==> config.mk <==
export PLATFORM = sky130hd
export DESIGN_NAME = atcs_tx_slots
export DESIGN_NICKNAME = d
export VERILOG_FILES = /design/src/atcs_sync.v /design/src/atcs_tx_slots.v
export VERILOG_INCLUDE_DIRS = /design/src
export SDC_FILE = /design/constraint.sdc
export NUM_CORES = 1
export LEC_CHECK = 0
export BUFFER_PORTS_ARGS = -buffer_cell sky130_fd_sc_hd__buf_4
export CORE_ASPECT_RATIO = 1.2
export CORE_UTILIZATION = 45
export DETAILED_ROUTE_END_ITERATION = 8
export PLACE_DENSITY = 0.78
export SLEW_MARGIN = 40
export SYNTH_ARGS = -nofsm -noshare
export SYNTH_HDL_FRONTEND = slang
export SYNTH_HIERARCHICAL = 1
export SYNTH_SLANG_ARGS = --single-unit
==> constraint.sdc <==
create_clock -name clk_i -period 3.04 [get_ports clk_i]
set_input_delay 0.304 -clock clk_i [delete_from_list [all_inputs] [get_ports clk_i]]
set_output_delay 0.304 -clock clk_i [all_outputs]
set_load 0.01 [all_outputs]
==> src/atcs_consts.vh <==
// Register offsets, field layout, reset values and timing constants of the transmit channel slot block
`ifndef ATCS_CONSTS_VH
`define ATCS_CONSTS_VH

// ----------------------------------------
// Register indices and address width
// ----------------------------------------
`define ATCS_IDX_CH5 8'h22
`define ATCS_IDX_CH6 8'h23
`define ATCS_IDX_CH7 8'h24
`define ATCS_IDX_ROUTE 8'h30
`define ATCS_IDX_FORMAT 8'h31
`define ATCS_IDX_STATUS 8'h32
`define ATCS_ADDR_W 10

// ----------------------------------------
// Field positions
// ----------------------------------------
`define ATCS_RSV_BIT 7
`define ATCS_SRC_HI 6
`define ATCS_SRC_LO 5
`define ATCS_SLOT_HI 4
`define ATCS_SLOT_LO 0

// ----------------------------------------
// Source select encodings
// ----------------------------------------
`define ATCS_SRC_HIZ 2'h0
`define ATCS_SRC_LOOP 2'h1
`define ATCS_SRC_ECHO 2'h2
`define ATCS_SRC_RSV 2'h3

// ----------------------------------------
// Reset values
// ----------------------------------------
`define ATCS_RST_CH5 8'h04
`define ATCS_RST_CH6 8'h05
`define ATCS_RST_CH7 8'h06
`define ATCS_RST_ROUTE 3'h0
`define ATCS_RST_FORMAT 1'h0

// ----------------------------------------
// Serial frame constants
// ----------------------------------------
`define ATCS_WORD_LEN 32
`define ATCS_SLOTS_PER_HALF 16

`endif

==> src/atcs_sync.v <==
// Two flip-flop synchroniser for levels arriving from outside the clock domain
`timescale 1ns/1ps
module atcs_sync #(
    parameter WIDTH = 1
) (
    input wire clk_i,
    input wire rst_i,
    input wire [WIDTH-1:0] async_i,
    output reg [WIDTH-1:0] sync_o
);
    reg [WIDTH-1:0] meta;

    // ----------------------------------------
    // Synchroniser stages
    // ----------------------------------------
    // First stage feeds only the second stage
    always @(posedge clk_i) begin
        if (rst_i) begin
            meta <= {WIDTH{1'b0}};
            sync_o <= {WIDTH{1'b0}};
        end else begin
            meta <= async_i;
            sync_o <= meta;
        end
    end
endmodule

==> src/atcs_tx_slots.v <==
// Transmit channels 5 to 7: source select, slot assignment, pin routing and APB registers
//
// What this block does
// - Bit 7 of each channel register is reserved and always reads zero.
// - Channel 5 source: 0 high impedance, 1 input 1 loopback, 2 echo 1, 3 reserved.
// - Channel 5 source resets to zero, output high impedance until software selects.
// - Channel 6 source: 0 high impedance, 1 input 2 loopback, 2 echo 2; resets zero.
// - Channel 7 source 1 sends battery half word then temperature half word.
// - Channel 7 source 2 sends echo 1 half word then echo 2 half word.
// - Slot field maps to TDM slot; I2S/LJ: 0-15 left, 16-31 right slots.
// - Channel 5 register at 0x22 resets to 0x04, slot four.
// - Channel 6 register at 0x23 resets to 0x05, slot five.
// - Channel 7 register at 0x24 resets to 0x06, slot six.
// - Per-channel route bit: 0 primary data pin, 1 secondary data pin.
`timescale 1ns/1ps
`include "atcs_consts.vh"
module atcs_tx_slots #(
    parameter WORD_LEN = `ATCS_WORD_LEN
) (
    input wire clk_i,
    input wire rst_i,
    // APB slave
    input wire psel_i,
    input wire penable_i,
    input wire pwrite_i,
    input wire [`ATCS_ADDR_W-1:0] paddr_i,
    input wire [31:0] pwdata_i,
    output reg [31:0] prdata_o,
    output reg pready_o,
    output reg pslverr_o,
    // Serial link pins, from the far side
    input wire bit_clk_i,
    input wire frame_sync_i,
    // Sample sources from the device datapath
    input wire [WORD_LEN-1:0] loop_first_i,
    input wire [WORD_LEN-1:0] loop_second_i,
    input wire [WORD_LEN-1:0] echo_reference_first_i,
    input wire [WORD_LEN-1:0] echo_reference_second_i,
    input wire [WORD_LEN/2-1:0] battery_level_half_word_i,
    input wire [WORD_LEN/2-1:0] temperature_half_word_i,
    // Data output pins, two signals each
    output reg serial_out_pin_a_o,
    output reg serial_out_pin_a_oe_o,
    output reg serial_out_pin_b_o,
    output reg serial_out_pin_b_oe_o
);
    localparam CW = 5;

    // ----------------------------------------
    // Register state
    // ----------------------------------------
    reg [1:0] ch5_source_select;
    reg [1:0] ch6_source_select;
    reg [1:0] ch7_source_select;
    reg [4:0] ch5_slot_number;
    reg [4:0] ch6_slot_number;
    reg [4:0] ch7_slot_number;
    reg [2:0] pin_route;
    reg lr_format;

    // ----------------------------------------
    // Pin synchronisers and edge detection
    // ----------------------------------------
    wire [1:0] pins_sync;
    reg bclk_d;
    reg fsync_d;

    atcs_sync #(
        .WIDTH(2)
    ) u_sync (
        .clk_i(clk_i),
        .rst_i(rst_i),
        .async_i({frame_sync_i, bit_clk_i}),
        .sync_o(pins_sync)
    );

    wire bclk_s = pins_sync[0];
    wire fsync_s = pins_sync[1];
    wire bclk_fall = bclk_d & ~bclk_s;
    wire fsync_rise = fsync_s & ~fsync_d;
    wire fsync_fall = ~fsync_s & fsync_d;

    always @(posedge clk_i) begin
        if (rst_i) begin
            bclk_d <= 1'b0;
            fsync_d <= 1'b0;
        end else begin
            bclk_d <= bclk_s;
            fsync_d <= fsync_s;
        end
    end

    // ----------------------------------------
    // APB register access
    // ----------------------------------------
    wire [7:0] reg_idx = paddr_i[`ATCS_ADDR_W-1:2];
    wire apb_access = psel_i & penable_i & ~pready_o;
    wire idx_ok = (reg_idx == `ATCS_IDX_CH5) || (reg_idx == `ATCS_IDX_CH6) || (reg_idx == `ATCS_IDX_CH7) ||
                  (reg_idx == `ATCS_IDX_ROUTE) || (reg_idx == `ATCS_IDX_FORMAT) ||
                  (reg_idx == `ATCS_IDX_STATUS) || (paddr_i[1:0] != 2'b00);
    wire map_hit = idx_ok && (paddr_i[1:0] == 2'b00);
    wire [7:0] rst_ch5 = `ATCS_RST_CH5;
    wire [7:0] rst_ch6 = `ATCS_RST_CH6;
    wire [7:0] rst_ch7 = `ATCS_RST_CH7;
    reg [31:0] next_prdata;
    reg [4:0] slot_count;
    reg half_right;

    // Read mux; reserved bit 7 is never stored so it reads zero
    always @* begin
        next_prdata = 32'h0000_0000;
        case (reg_idx)
            `ATCS_IDX_CH5: next_prdata = {24'h00_0000, 1'b0, ch5_source_select, ch5_slot_number};
            `ATCS_IDX_CH6: next_prdata = {24'h00_0000, 1'b0, ch6_source_select, ch6_slot_number};
            `ATCS_IDX_CH7: next_prdata = {24'h00_0000, 1'b0, ch7_source_select, ch7_slot_number};
            `ATCS_IDX_ROUTE: next_prdata = {29'h0000_0000, pin_route};
            `ATCS_IDX_FORMAT: next_prdata = {31'h0000_0000, lr_format};
            `ATCS_IDX_STATUS: next_prdata = {24'h00_0000, serial_out_pin_b_oe_o, serial_out_pin_a_oe_o,
                                             half_right, slot_count};
            default: next_prdata = 32'h0000_0000;
        endcase
    end

    // One wait state: ready answers in the second access cycle
    always @(posedge clk_i) begin
        if (rst_i) begin
            pready_o <= 1'b0;
            pslverr_o <= 1'b0;
            prdata_o <= 32'h0000_0000;
        end else begin
            pready_o <= apb_access;
            pslverr_o <= apb_access & ~map_hit;
            prdata_o <= (apb_access & ~pwrite_i & map_hit) ? next_prdata : 32'h0000_0000;
        end
    end

    // Writes land in the cycle pready is seen high
    wire wr_en = psel_i & penable_i & pready_o & pwrite_i & map_hit;

    always @(posedge clk_i) begin
        if (rst_i) begin
            ch5_source_select <= rst_ch5[`ATCS_SRC_HI:`ATCS_SRC_LO];
            ch5_slot_number <= rst_ch5[`ATCS_SLOT_HI:`ATCS_SLOT_LO];
            ch6_source_select <= rst_ch6[`ATCS_SRC_HI:`ATCS_SRC_LO];
            ch6_slot_number <= rst_ch6[`ATCS_SLOT_HI:`ATCS_SLOT_LO];
            ch7_source_select <= rst_ch7[`ATCS_SRC_HI:`ATCS_SRC_LO];
            ch7_slot_number <= rst_ch7[`ATCS_SLOT_HI:`ATCS_SLOT_LO];
            pin_route <= `ATCS_RST_ROUTE;
            lr_format <= `ATCS_RST_FORMAT;
        end else if (wr_en) begin
            case (reg_idx)
                `ATCS_IDX_CH5: begin
                    ch5_source_select <= pwdata_i[`ATCS_SRC_HI:`ATCS_SRC_LO];
                    ch5_slot_number <= pwdata_i[`ATCS_SLOT_HI:`ATCS_SLOT_LO];
                end
                `ATCS_IDX_CH6: begin
                    ch6_source_select <= pwdata_i[`ATCS_SRC_HI:`ATCS_SRC_LO];
                    ch6_slot_number <= pwdata_i[`ATCS_SLOT_HI:`ATCS_SLOT_LO];
                end
                `ATCS_IDX_CH7: begin
                    ch7_source_select <= pwdata_i[`ATCS_SRC_HI:`ATCS_SRC_LO];
                    ch7_slot_number <= pwdata_i[`ATCS_SLOT_HI:`ATCS_SLOT_LO];
                end
                `ATCS_IDX_ROUTE: pin_route <= pwdata_i[2:0];
                `ATCS_IDX_FORMAT: lr_format <= pwdata_i[0];
                default: pin_route <= pin_route;
            endcase
        end
    end

    // ----------------------------------------
    // Frame and slot tracking
    // ----------------------------------------
    // Bit and slot counters advance on bit clock falling edges (launch edge).
    // TDM: frame sync rise restarts slot 0. I2S/LJ: sync level picks left or right.
    localparam integer LAST_BIT_FULL = WORD_LEN - 1;
    localparam [CW-1:0] LAST_BIT = LAST_BIT_FULL[CW-1:0];
    reg [CW-1:0] bit_count;
    reg frame_seen;
    reg [WORD_LEN-1:0] shift_word;
    wire slot_end = (bit_count == LAST_BIT);
    wire [4:0] next_slot = slot_end ? slot_count + 5'd1 : slot_count;
    wire lr_edge = fsync_rise | fsync_fall;
    wire restart = lr_format ? lr_edge : fsync_rise;
    wire [4:0] next_slot_r = restart ? 5'd0 : next_slot;
    wire next_right = lr_format & (restart ? fsync_s : half_right);
    // Effective slot index: right half offsets by sixteen
    wire [4:0] slot_eff = lr_format ? {next_right, next_slot_r[3:0]} : next_slot_r;

    wire own5 = (ch5_source_select == `ATCS_SRC_LOOP) || (ch5_source_select == `ATCS_SRC_ECHO);
    wire own6 = (ch6_source_select == `ATCS_SRC_LOOP) || (ch6_source_select == `ATCS_SRC_ECHO);
    wire own7 = (ch7_source_select == `ATCS_SRC_LOOP) || (ch7_source_select == `ATCS_SRC_ECHO);
    // Reserved and zero settings never own a slot, so the pin stays released
    wire hit5 = own5 && (ch5_slot_number == slot_eff);
    wire hit6 = own6 && (ch6_slot_number == slot_eff);
    wire hit7 = own7 && (ch7_slot_number == slot_eff);

    // Source mux, lowest channel wins when two claim the same slot
    reg [WORD_LEN-1:0] next_word;
    reg next_pin_b;
    reg next_drive;
    always @* begin
        next_word = {WORD_LEN{1'b0}};
        next_pin_b = 1'b0;
        next_drive = 1'b0;
        if (hit5) begin
            next_drive = 1'b1;
            next_pin_b = pin_route[0];
            next_word = (ch5_source_select == `ATCS_SRC_LOOP) ? loop_first_i : echo_reference_first_i;
        end else if (hit6) begin
            next_drive = 1'b1;
            next_pin_b = pin_route[1];
            next_word = (ch6_source_select == `ATCS_SRC_LOOP) ? loop_second_i : echo_reference_second_i;
        end else if (hit7) begin
            next_drive = 1'b1;
            next_pin_b = pin_route[2];
            if (ch7_source_select == `ATCS_SRC_LOOP) begin
                next_word = {battery_level_half_word_i, temperature_half_word_i};
            end else begin
                next_word = {echo_reference_first_i[WORD_LEN-1:WORD_LEN/2],
                             echo_reference_second_i[WORD_LEN-1:WORD_LEN/2]};
            end
        end
    end

    // ----------------------------------------
    // Serialiser and pin drive
    // ----------------------------------------
    // Nothing drives until the first frame sync; a stray bit clock alone cannot launch data
    always @(posedge clk_i) begin
        if (rst_i) begin
            bit_count <= {CW{1'b0}};
            slot_count <= 5'd0;
            half_right <= 1'b0;
            frame_seen <= 1'b0;
            shift_word <= {WORD_LEN{1'b0}};
            serial_out_pin_a_o <= 1'b0;
            serial_out_pin_a_oe_o <= 1'b0;
            serial_out_pin_b_o <= 1'b0;
            serial_out_pin_b_oe_o <= 1'b0;
        end else if (bclk_fall) begin
            if (restart | slot_end) begin
                bit_count <= {CW{1'b0}};
                slot_count <= next_slot_r;
                half_right <= next_right;
                frame_seen <= frame_seen | restart;
                shift_word <= {next_word[WORD_LEN-2:0], 1'b0};
                serial_out_pin_a_o <= next_word[WORD_LEN-1];
                serial_out_pin_b_o <= next_word[WORD_LEN-1];
                serial_out_pin_a_oe_o <= (frame_seen | restart) & next_drive & ~next_pin_b;
                serial_out_pin_b_oe_o <= (frame_seen | restart) & next_drive & next_pin_b;
            end else begin
                bit_count <= bit_count + {{(CW-1){1'b0}}, 1'b1};
                shift_word <= {shift_word[WORD_LEN-2:0], 1'b0};
                serial_out_pin_a_o <= shift_word[WORD_LEN-1];
                serial_out_pin_b_o <= shift_word[WORD_LEN-1];
            end
        end
    end
endmodule

==> flow_summary.toml <==
[timing]
slew-limit-headroom_pct = 49.7
period_share_pct = 102
worst_clock_skew_ns = 0.0120
rsz0062_at_grt = "yes"
setup_viol = 31
min_period_ns = 3.10
hold_violations = 0
fmax_mhz = 323
worst_slew_pin_slew_ns = 0.755
slew_viol_final = 0
setup_slack_ns = -0.0584

[synthesis]
ys_seq_elements = 87
seq_area_frac_synth_pct = 27.3
synthTopCellsByArea = "dfxtp_1, mux2i_1, mux2_2"
yosys_warnings = 6
avgSynthCellArea_um2 = 8.54
synth_edf_count = 0
ys.flop_type = "dfxtp_1"
async_flop_share_pct = 0
synth_top_area_share_pct = 27.3
netlist_area_um2 = 6380
yosys.area.top_type = "dfxtp_1"
yosysUniqueCellTypes = 60
syn_inst = 747

[grt]
grt_pass1_wl_um = 32100
grt_usage_pct = 27.8
grt_max_degree = 67
gr-total-overflow = 0
first_global_vias = 6213
antenna_found_initial = 0

[routing]
drt_pass1_iterations = 5
drt_iter0_drc = 456
wl_per_cell_um = 19.6
route.met3.wl_um = 1600
route.top_layer_used = "met4"
route.layer.met1.wl_um = 8770
viasPerCell = 6.06
final_antenna_net_count = 0
route.detailed.drc = 0
wl_met2_um = 10500
wl_um = 21800
vias = 6715

[critical_path]
cp.required_ns = 3.32
crit_start = "bit_count[0]"
critPathCaptureType = "flip-flop"
crit_arrival_ns = 3.38
path_max_fanout = 6
cp-start-kind = "flip-flop"
r2r_start = "bit_count[0]"
critical_path_class = "flip-flop to flip-flop"

[clock_tree]
cts_tree = "yes"
cts_buffer_depth = 2
cts_buffers = 9
cts.sinks = 87
htree_levels = 3
cts-root-buf = "clkbuf_16"
clkLatencyLatePin_ns = 0.35
clk_pin_slew_ns = 0.06
hold_buffers = 0

[cells_and_area]
stdcell_count = 1109
synthToLayoutAreaGrowth_pct = 36.0
nets = 1151
n_antenna_cell = 0
final-seq-area_um2 = 1740
drive_gt1_share_pct = 37.4
multi_input_area_um2 = 4360
nFillCells = 1181
stdcell_area_um2 = 8680

[placed_design]
dpl_cell_area_um2 = 8120
dpl.hpwl_um = 15300
io_buffers = 197
place_inst = 1085
place_congestion = 0.900

[power_and_ir_drop]
max-vdd-ir-drop_uv = 321
total_leakage_power_nw = 3.40
power_w = 0.00266
p_per_area_nw_per_um2 = 307

[floorplanning]
core_um2 = 13800
die_w_um = 111
dieHeight_um = 132
placementRows = 47
initial_core_util_pct = 46.2
io_pins = 247
die_area_um2 = 14700

[outcome]
status = "complete, but fails checks"
violations = "negative setup slack"

[run]
max-cap-violations = 0

[worst_hold_path]
hold_class = "primary input to flip-flop"
min_from = "bit_clk_i"
[worst max-delay path, cell delays in order, from the launching register on]
cell	delay, ns
dfxtp_2	0.36
ha_4	0.13
and3_4	0.20
ha_4	0.15
and4_4	0.23
mux2_4	0.32
or3_4	0.35
a2111oi_4	0.49
and3_4	0.39
clkbuf_16	0.19
a311oi_2	0.05
a21oi_1	0.15
[kinds of logic after synthesis]
logic type / count (synthesis) / share of synthesized area [%]
muxes: 119 / 19.5
buffers and inverters: 103 / 8.37
AOI/OAI and AO/OA: 230 / 27.1
and+or+nand+nor: 186 / 14.3
other: 1 / 0.0588
adders and majority gates: 8 / 1.57
xor gates and xnor gates: 13 / 1.78
DFF: 87 / 27.3
[cells in the final DEF (no fill, tap or decap), types with 7 or more instances in the layout]
| cell type | count |
|---|---|
| a311oi_1 | 17 |
| xor2_1 | 9 |
| nor2_1 | 58 |
| nor3_2 | 7 |
| clkbuf_16 | 14 |
| nor3_1 | 38 |
| nand3_1 | 12 |
| conb_1 | 24 |
| a22oi_1 | 8 |
| mux2_2 | 39 |
| a21oi_1 | 86 |
| mux2i_1 | 78 |
| a41o_1 | 31 |
| inv_1 | 9 |
| buf_4 | 230 |
| nand2_1 | 34 |
| buf_12 | 7 |
| a211o_1 | 35 |
| o21ai_0 | 13 |
| a311oi_2 | 15 |
| nor2b_1 | 8 |
| dfxtp_1 | 85 |
[cells in the mapped netlist, drive strengths merged (4+ instances only)]
master	number
nand2	34
nand3	12
mux2i	78
mux2	41
a311oi	33
a211o	35
a22oi	8
o21ai	18
xor2	10
buf	40
inv	9
a41o	31
clkbuf	54
ha	8
and3	4
nor3	45
nor2	58
nor2b	9
a21oi	88
dfxtp	87
[final cells by class]
class                   instances  area share (%)
multi-input cells             580            50.2
well taps                     171            2.47
flip-flops and latches         87            20.1
repair buffers                247            23.6
inverters                       9           0.389
clock buffers                  11            2.68
clock inverters                 4           0.548
[flip-flops by register name (all words and copies together) (netlist names), 2 cells and up]
| name | flops |
|---|---|
| bit_count | 5 |
| ch5_slot_number | 5 |
| ch5_source_select | 2 |
| ch6_slot_number | 5 |
| ch6_source_select | 2 |
| ch7_slot_number | 5 |
| ch7_source_select | 2 |
| pin_route | 3 |
| prdata_o | 8 |
| shift_word | 31 |
| slot_count | 5 |
| u_sync/meta | 2 |
| u_sync/sync_o | 2 |
[power by group]
group	internal, W	total [W]	switching (W)
clock	0.000630	0.00109	0.000459
combinational	0.000230	0.000407	0.000177
sequential	0.00116	0.00117	0.0000103
total	0.00202	0.00266	0.000646
[path summary, 6_finish.rpt]
check	to	slack (ns)	depth (start not counted)
min reg2reg	u_sync/sync_o[1]	0.45	1
max	shift_word[4]	-0.06	11
max reg2reg	shift_word[4]	-0.06	11
min	u_sync/meta[0]	0.19	2
[routing by layer]
layer  vias to the layer above  track usage, %
met5                         -               0
met4                         0            10.7
met3                        62            4.81
met2                       360            47.3
met1                      3136            35.0
li1                       3157               -
[stage by stage]
step                      hold WS, ns  worst slack [ns]   TNS, ns  util (%)
after floorplan                 0.376            0.0235         0         -
after global placement          0.440            0.0265         0      58.8
after detailed placement        0.431          -0.00804  -0.00804      58.8
after CTS                       0.187            0.0253         0      60.8
after global routing            0.203            -0.144     -3.90      62.8
final                           0.188           -0.0584    -0.755      62.8
[repair_timing]
action / CTS / global route
setup buffers: 0 / 2
resized for setup: 0 / 25
gates cloned: 0 / 7
pin swaps: 2 / 33
setup endpoints to repair: 20 / 34
No activity file was read; power rests on OpenSTA's default activity.
